<file path="src/flash_margin_pkg.sv">
// Constants, types and register layout of the margin check command sequencer
package flash_margin_pkg;
   localparam logic [7:0] off_status = 8'h00;
   localparam logic [7:0] off_param0 = 8'h04;
   localparam logic [7:0] off_param1 = 8'h08;
   localparam logic [7:0] off_param2 = 8'h0c;
   localparam logic [7:0] off_config = 8'h10;
   localparam int param_count = 12;
   localparam logic [7:0] code_section = 8'h01;
   localparam logic [7:0] code_prog_check = 8'h02;
   localparam logic [7:0] code_resource = 8'h03;
   localparam logic [7:0] choice_normal = 8'h00;
   localparam logic [7:0] choice_user = 8'h01;
   localparam logic [7:0] choice_factory = 8'h02;
   localparam logic [7:0] rsel_info_row = 8'h00;
   localparam logic [7:0] rsel_version = 8'h01;
   localparam logic [23:0] flash_bytes = 24'h02_0000;
   localparam logic [23:0] segment_end = 24'h00_8000;
   localparam logic [23:0] info_row_bytes = 24'h00_0100;
   localparam logic [23:0] version_bytes = 24'h00_0008;
   localparam logic [23:0] phrase_bytes = 24'h00_0008;
   typedef enum logic [2:0] {
      lvl_normal = 3'h0,
      lvl_user1 = 3'h1,
      lvl_factory1 = 3'h2,
      lvl_user0 = 3'h3,
      lvl_factory0 = 3'h4
   } margin_t;
   typedef enum logic [1:0] {
      space_main = 2'h0,
      space_info_row = 2'h1,
      space_version = 2'h2
   } space_t;
   typedef enum logic [4:0] {
      st_idle = 5'b00001,
      st_check = 5'b00010,
      st_read = 5'b00100,
      st_eval = 5'b01000,
      st_done = 5'b10000
   } seq_state_t;
   typedef struct packed {
      logic complete;
      logic read_collision;
      logic access_error;
      logic protection_violation;
      logic [2:0] unused;
      logic verify_fail;
   } status_t;
   typedef struct packed {
      logic [22:0] unused_hi;
      logic erased_ok;
      logic [4:0] unused_lo;
      logic segment_active;
      logic secure;
      logic special_mode;
   } config_t;
   localparam logic [7:0] status_reset = 8'h80;
   localparam logic [31:0] config_reset = 32'h0000_0000;
endpackage

</file>
<file path="src/flash_margin_seq.sv">
// Margin check command sequencer with APB register port and array read port
`timescale 1ns/10ps
module flash_margin_seq
   import flash_margin_pkg::*;
(
   input wire logic pclk,
   input wire logic presetn,
   input wire logic [7:0] paddr,
   input wire logic psel,
   input wire logic penable,
   input wire logic pwrite,
   input wire logic [31:0] pwdata,
   output logic [31:0] prdata,
   output logic pready,
   output logic pslverr,
   output logic array_rd,
   output logic [23:0] array_addr,
   output margin_t array_margin,
   output space_t array_space,
   input wire logic [63:0] array_rdata,
   input wire logic mcu_read,
   input wire logic full_erase_done
);
   status_t status, next_status;
   config_t cfg, next_cfg;
   logic [7:0] param [param_count];
   logic [7:0] next_param [param_count];
   seq_state_t state, next_state;
   logic [23:0] addr, next_addr;
   logic [15:0] count, next_count;
   logic second, next_second;
   logic [31:0] next_prdata;
   logic next_pready, next_pslverr, next_rd;
   logic [23:0] next_array_addr;
   margin_t next_margin;
   space_t next_space;

   // Decoded command fields
   logic [7:0] code;
   logic [23:0] start;
   logic [15:0] phrases;
   logic [21:0] sect_end;
   logic [31:0] expected, word;
   logic unavail, sect_bad, chk_bad, chk_prot, rsrc_bad, code_bad, acc_bad;
   logic bus_write, launch;
   status_t wstat;

   assign code = param[0];
   assign start = {param[1], param[2], param[3]};
   assign phrases = {param[4], param[5]};
   assign sect_end = {1'b0, start[23:3]} + {6'h00, phrases};
   // Byte 3 is lowest address, so it lands in the low lane
   assign expected = {param[8], param[9], param[10], param[11]};
   assign word = addr[2] ? array_rdata[63:32] : array_rdata[31:0];
   assign unavail = cfg.special_mode & cfg.secure;
   assign sect_bad = unavail | (start[2:0] != 3'h0)
      | (param[6] > choice_factory)
      | (start >= flash_bytes) | (phrases == 16'h0000)
      | (sect_end > {1'b0, flash_bytes[23:3]});
   assign chk_bad = unavail | (start[1:0] != 2'h0)
      | (start >= flash_bytes)
      | ((param[4] != choice_user) && (param[4] != choice_factory));
   assign chk_prot = cfg.segment_active & (start < segment_end) & ~cfg.erased_ok;
   assign rsrc_bad = unavail | (start[1:0] != 2'h0) | (param[8] > rsel_version)
      | (start >= ((param[8] == rsel_version) ? version_bytes : info_row_bytes));
   assign code_bad = (code != code_section) && (code != code_prog_check)
      && (code != code_resource);
   always_comb
   begin
      acc_bad = code_bad;
      case (code)
         code_section: acc_bad = sect_bad;
         code_prog_check: acc_bad = chk_bad;
         code_resource: acc_bad = rsrc_bad;
         default: acc_bad = 1'b1;
      endcase
   end
   assign bus_write = psel & penable & pready & pwrite;
   assign wstat = status_t'(pwdata[7:0]);
   // Access and protection errors from the previous command block the launch
   assign launch = bus_write && (paddr == off_status) && wstat.complete && status.complete
      && !status.access_error && !status.protection_violation;

   always_comb
   begin
      next_status = status;
      next_cfg = cfg;
      next_param = param;
      next_state = state;
      next_addr = addr;
      next_count = count;
      next_second = second;
      next_prdata = prdata;
      next_pready = 1'b0;
      next_pslverr = 1'b0;
      next_rd = 1'b0;
      next_array_addr = array_addr;
      next_margin = array_margin;
      next_space = array_space;
      // One wait state on every access
      if (psel && penable && !pready)
      begin
         next_pready = 1'b1;
         case (paddr)
            off_status: next_prdata = {24'h00_0000, status};
            off_param0: next_prdata = {param[3], param[2], param[1], param[0]};
            off_param1: next_prdata = {param[7], param[6], param[5], param[4]};
            off_param2: next_prdata = {param[11], param[10], param[9], param[8]};
            off_config: next_prdata = cfg;
            default:
            begin
               next_prdata = 32'h0000_0000;
               next_pslverr = 1'b1;
            end
         endcase
      end
      if (bus_write)
      begin
         case (paddr)
            off_status:
            begin
               if (wstat.access_error)
                  next_status.access_error = 1'b0;
               if (wstat.protection_violation)
                  next_status.protection_violation = 1'b0;
               if (wstat.read_collision)
                  next_status.read_collision = 1'b0;
            end
            off_param0, off_param1, off_param2:
            begin
               // Parameter writes are dropped while a command runs
               if (status.complete)
               begin
                  for (int i = 0; i < 4; i++)
                  begin
                     next_param[{paddr[3:2] - 2'h1, 2'h0} + 4'(i)] = pwdata[8 * i +: 8];
                  end
               end
            end
            off_config:
            begin
               next_cfg.special_mode = pwdata[0];
               next_cfg.secure = pwdata[1];
               next_cfg.segment_active = pwdata[2];
            end
            default: next_cfg = cfg;
         endcase
      end
      if (launch)
      begin
         next_status.complete = 1'b0;
         next_status.verify_fail = 1'b0;
         next_state = st_check;
      end
      // Hardware sets come last so they win over a clear
      if (full_erase_done)
         next_cfg.erased_ok = 1'b1;
      if (mcu_read && !status.complete)
         next_status.read_collision = 1'b1;
      case (state)
         st_idle: next_margin = lvl_normal;
         st_check:
         begin
            if (acc_bad || (code == code_prog_check && chk_prot))
            begin
               next_status.access_error = next_status.access_error | acc_bad;
               next_status.protection_violation = next_status.protection_violation
                  | ((code == code_prog_check) & chk_prot);
               next_state = st_done;
            end
            else
            begin
               next_addr = start;
               next_count = phrases;
               next_second = 1'b0;
               next_rd = 1'b1;
               next_array_addr = start;
               next_space = space_main;
               next_state = st_read;
               case (code)
                  code_section: next_margin = margin_t'(param[6][2:0]);
                  code_prog_check: next_margin = (param[4] == choice_user) ? lvl_user1
                     : lvl_factory1;
                  default:
                  begin
                     next_margin = lvl_normal;
                     next_space = (param[8] == rsel_version) ? space_version : space_info_row;
                  end
               endcase
            end
         end
         st_read: next_state = st_eval;
         st_eval:
         begin
            next_state = st_done;
            case (code)
               code_section:
               begin
                  if (array_rdata != 64'hffff_ffff_ffff_ffff)
                     next_status.verify_fail = 1'b1;
                  if (count != 16'h0001)
                  begin
                     next_count = count - 16'h0001;
                     next_addr = addr + phrase_bytes;
                     next_array_addr = addr + phrase_bytes;
                     next_rd = 1'b1;
                     next_state = st_read;
                  end
               end
               code_prog_check:
               begin
                  if (word != expected)
                     next_status.verify_fail = 1'b1;
                  if (!second)
                  begin
                     next_second = 1'b1;
                     next_margin = (array_margin == lvl_user1) ? lvl_user0 : lvl_factory0;
                     next_rd = 1'b1;
                     next_state = st_read;
                  end
               end
               default:
               begin
                  next_param[4] = word[31:24];
                  next_param[5] = word[23:16];
                  next_param[6] = word[15:8];
                  next_param[7] = word[7:0];
               end
            endcase
         end
         st_done:
         begin
            next_status.complete = 1'b1;
            next_margin = lvl_normal;
            next_space = space_main;
            next_state = st_idle;
         end
         default: next_state = st_idle;
      endcase
   end

   always_ff @(posedge pclk or negedge presetn)
   begin
      if (!presetn)
      begin
         status <= status_t'(status_reset);
         cfg <= config_t'(config_reset);
         for (int i = 0; i < param_count; i++)
         begin
            param[i] <= 8'h00;
         end
         state <= st_idle;
         addr <= 24'h00_0000;
         count <= 16'h0000;
         second <= 1'b0;
         prdata <= 32'h0000_0000;
         pready <= 1'b0;
         pslverr <= 1'b0;
         array_rd <= 1'b0;
         array_addr <= 24'h00_0000;
         array_margin <= lvl_normal;
         array_space <= space_main;
      end
      else
      begin
         status <= next_status;
         cfg <= next_cfg;
         param <= next_param;
         state <= next_state;
         addr <= next_addr;
         count <= next_count;
         second <= next_second;
         prdata <= next_prdata;
         pready <= next_pready;
         pslverr <= next_pslverr;
         array_rd <= next_rd;
         array_addr <= next_array_addr;
         array_margin <= next_margin;
         array_space <= next_space;
      end
   end
endmodule

</file>
<file path="config.mk">
export PLATFORM = sky130hd
export DESIGN_NAME = flash_margin_seq
export DESIGN_NICKNAME = d
export VERILOG_FILES = /design/src/flash_margin_pkg.sv /design/src/flash_margin_seq.sv
export SDC_FILE = /design/constraint.sdc
export NUM_CORES = 1
export LEC_CHECK = 0
export BUFFER_PORTS_ARGS = -buffer_cell sky130_fd_sc_hd__buf_2
export CORE_ASPECT_RATIO = 1.1
export CORE_MARGIN = 3
export CORE_UTILIZATION = 52
export CTS_CLUSTER_SIZE = 30
export DETAILED_ROUTE_END_ITERATION = 16
export PLACE_DENSITY = 0.86
export SYNTH_ARGS = -nofsm -noshare
export SYNTH_HDL_FRONTEND = slang
export SYNTH_SLANG_ARGS = --single-unit
export TNS_END_PERCENT = 30
</file>
<file path="constraint.sdc">
create_clock -name pclk -period 3.6 [get_ports pclk]
set_input_delay 0.18 -clock pclk [delete_from_list [all_inputs] [get_ports pclk]]
set_output_delay 0.18 -clock pclk [all_outputs]
set_load 0.02 [all_outputs]
</file>
==> metrics <==
pin count of the biggest net entering global routing=about 100; average via count per standard cell=between 6 and 7; async set or reset register ratio after synthesis=1.00; slew at the pin closest to its max-slew limit=slightly below 1 ns; clock latency on the worst-skew pair=roughly 0.45 ns; post-CTS clock slew at the launch and capture registers of the worst setup and hold paths=0.08 ns; Util after Layout=0.658; Required @ worst endpoint=3.96 ns; normalized max-slew margin=0.353; commonest register cell after synthesis=sky130_fd_sc_hd__dfrtp_1; clock sink count=191; worst-case clock buffer depth=2; share of synthesized area spent on multiplexers=0.169; clock tree from TritonCTS=yes; maximum frequency from static timing analysis=281 MHz; number of cells produced by synthesis=1130; fraction of final layout cells with drive strength greater than 1=0.346; Yosys Warn Count=0; area added between synthesis and finish=23.2%; EDFF count, synth=0; First-pass DRT Iterations=8; number of synthesized register bits=191; total wire length=~38000 µm; antenna-violating nets left=0; PortBufs=about 170; top cells by area in the synthesized netlist=sky130_fd_sc_hd__dfrtp_1, sky130_fd_sc_hd__mux2_2, sky130_fd_sc_hd__nand2_1; synthesized net count=~1300; max-cap check violation count=0; synthesized area=11100 µm²; area share of fa/ha/maj cells after synthesis=0.0255; Floorplan Core Area=20800 µm²; number of antenna violations at the first check in global routing=1; count leader, synth=sky130_fd_sc_hd__dfrtp_1; Hold Startpoint=pwdata[24]; Slew Limit Fails=0; largest clock skew in the final design=between 0.01 and 0.015 ns; Initial Util=0.534; most numerous cell types in the synthesized netlist=sky130_fd_sc_hd__dfrtp_1, sky130_fd_sc_hd__nand2_1, sky130_fd_sc_hd__mux2_2; chip width=roughly 150 µm; launching instance or port of the critical path=expected[30]; non-filler cells in the finished layout=between 1500 and 2000; sequential-to-total area share from yosys stat=0.431; Crit. End Element=register; Diodes inserted=0; GP Congestion=0.986; DRT iter0 DRCs=1357; number of unique standard cell types used by synthesis=between 60 and 70; total overflow reported by the global router=0; y dimension of the die=about 160 µm; power density of the placed cells=between 300 and 400 nW/µm²; post-route minimum period=3.55 ns; die outline area=approximately 23000 µm²; Hold WC Path Type=input pin to register; final hold vios=0; Final Instance Area=13700 µm²; unrepaired setup endpoints after global routing=true; worst-path maximum fanout=24; number of placement rows=55; category of the critical setup timing path=register to register; via count of the first global-routing pass=around 10000; share of the synthesized area in the top cell type=0.426; total half-perimeter wirelength after legalization and detailed placement=about 27000 µm; DRC violation count after routing=0; final clock period utilization by the worst path=0.987; total routing resource utilization after global routing=0.312; number of H-tree branching levels=4; post-synthesis simple-gate area fraction=0.151; number of buffers inserted during clock tree synthesis=17; area fraction in compound gates after synthesis=0.162; via count=around 11000; biggest area consumer among synthesized cells=sky130_fd_sc_hd__dfrtp_1; Cell Count Post-Placement=1600; leakage power total=6.44 nW; worst-case vdd ir drop=353 µV; per-cell routed wire length=22.8 µm; arrival time at the worst endpoint=between 3 and 4 ns; run status=finished clean; post-layout power=roughly 4.5 mW; endpoints failing setup=0; NumNets Final=around 1500; area after detailed placement=about 13000 µm²; Critical R2R Launch=expected[30]; boundary pin count=175; kind of launch point of the worst setup path=register; post-synthesis area per instance=slightly below 10 µm²; global-route wire length before repair=about 57000 µm; synthesized-area fraction occupied by xor and xnor cells=0.0355; root cell of the clock tree=sky130_fd_sc_hd__clkbuf_16; dominant combinational cell family by area after synthesis=multiplexers
==> area by class of cell <==
type	instances	area, µm²
clock inverter	14	165
multi-input combinational	863	6250
timing repair buffer	264	1630
inverter	13	48.8
clock buffer	18	439
tap	285	357
sequential	191	4780
fill	1590	7110
==> power breakdown <==
group          leakage, nW  switching (mW)  internal [mW]  total, mW
combinational         3.57           0.238          0.147      0.386
clock                0.301           0.945           1.02       1.96
sequential            2.57          0.0229           2.16       2.19
total                 6.44            1.21           3.33       4.53
==> through the flow <==
step	hold slack, ns	TNS (ns)	setup slack, ns
detailed placement	0.347	-0.0398	-0.0225
global route	0.00123	-2.74	-0.123
global placement	0.342	0	0.0793
floorplan	-0.116	0	0.109
finish	0.00221	0	0.0454
CTS	0.000838	0	0.0234
==> routing by layer <==
metal / vias up / global-route usage / part of all wire
li1: 4668 / - / -
met1: 5120 / 0.402 / 0.38
met2: 692 / 0.509 / 0.48
met3: 151 / 0.0589 / 0.093
met4: 2 / 0.149 / 0.053
met5: - / 0 / 0.00035
==> registers in the layout, indices dropped and copies added (netlist names) <==
| name | flops |
|---|---|
| param | 56 |
| expected | 32 |
| prdata | 32 |
| addr | 24 |
| count | 16 |
| code | 8 |
| state | 5 |
| status | 5 |
| cfg | 4 |
| array_margin | 3 |
| array_space | 2 |
| array_rd | 1 |
| pready | 1 |
| pslverr | 1 |
| second | 1 |
==> cell usage in the layout (no fill, tap or decap), types with 4 or more instances in the layout <==
cell type / count
sky130_fd_sc_hd__a21o_1: 10
sky130_fd_sc_hd__a21oi_1: 48
sky130_fd_sc_hd__a21oi_2: 10
sky130_fd_sc_hd__a22oi_1: 28
sky130_fd_sc_hd__a31oi_1: 28
sky130_fd_sc_hd__a31oi_2: 9
sky130_fd_sc_hd__and3_1: 7
sky130_fd_sc_hd__buf_2: 173
sky130_fd_sc_hd__buf_4: 73
sky130_fd_sc_hd__clkbuf_16: 17
sky130_fd_sc_hd__dfrtp_1: 187
sky130_fd_sc_hd__dlygate4sd3_1: 11
sky130_fd_sc_hd__ha_1: 18
sky130_fd_sc_hd__inv_1: 13
sky130_fd_sc_hd__inv_8: 7
sky130_fd_sc_hd__mux2_2: 125
sky130_fd_sc_hd__mux2i_1: 33
sky130_fd_sc_hd__mux4_2: 5
sky130_fd_sc_hd__nand2_1: 134
sky130_fd_sc_hd__nand2b_1: 6
sky130_fd_sc_hd__nand3_1: 28
sky130_fd_sc_hd__nand3b_1: 5
sky130_fd_sc_hd__nand4_1: 38
sky130_fd_sc_hd__nor2_1: 50
sky130_fd_sc_hd__nor2b_1: 4
sky130_fd_sc_hd__nor3_1: 15
sky130_fd_sc_hd__nor4_1: 15
sky130_fd_sc_hd__o21ai_0: 76
sky130_fd_sc_hd__o22ai_1: 12
sky130_fd_sc_hd__o31ai_1: 30
sky130_fd_sc_hd__or2_2: 4
sky130_fd_sc_hd__or3_1: 11
sky130_fd_sc_hd__or4_1: 6
sky130_fd_sc_hd__xnor2_1: 16
sky130_fd_sc_hd__xor2_1: 29
==> what timing repair did <==
item / CTS / global route
hold buffers: 11 / 0
hold endpoints to repair: 113 / 0
gates cloned: 0 / 0
pin swaps: 1 / 25
buffers inserted: 0 / 6
resized for setup: 3 / 47
endpoints found under the setup margin: 17 / 49
==> worst max-delay path: stages (launching register included) <==
cell and delay [ns]:
sky130_fd_sc_hd__dfrtp_1 0.38, sky130_fd_sc_hd__or4_1 0.53, sky130_fd_sc_hd__nor4_2 0.30, sky130_fd_sc_hd__and2_1 0.21, sky130_fd_sc_hd__ha_1 0.22, sky130_fd_sc_hd__or4b_4 0.20
sky130_fd_sc_hd__a31oi_2 0.07, sky130_fd_sc_hd__nor4_2 0.22, sky130_fd_sc_hd__nor2_1 0.10, sky130_fd_sc_hd__nor2_1 0.09, sky130_fd_sc_hd__nor2_1 0.07, sky130_fd_sc_hd__buf_4 0.17
sky130_fd_sc_hd__o31ai_4 0.37, sky130_fd_sc_hd__buf_12 0.23, sky130_fd_sc_hd__a31oi_1 0.12, sky130_fd_sc_hd__a21oi_1 0.18
==> kinds of logic (layout without fill, tap and decap cells) <==
family | count (synthesis) | count (layout)
flops | 191 | 191
mux | 165 | 165
fa+ha+maj | 22 | 22
xor+xnor | 45 | 45
buf+inv | 76 | 309
simple gates | 345 | 345
compound gates | 286 | 286
==> worst paths after layout <==
kind	slack (ns)	end	cells after the start
min in group asynchronous	0.39	addr[15]	2
worst min-delay path	0.002	expected[0]	2
worst max register to register	0.05	addr[23]	15
worst min register to register	0.47	prdata[28]	2
max in group asynchronous	2.28	addr[2]	3
worst max-delay path	0.05	addr[23]	15
Power figures use the tool's default switching activity.
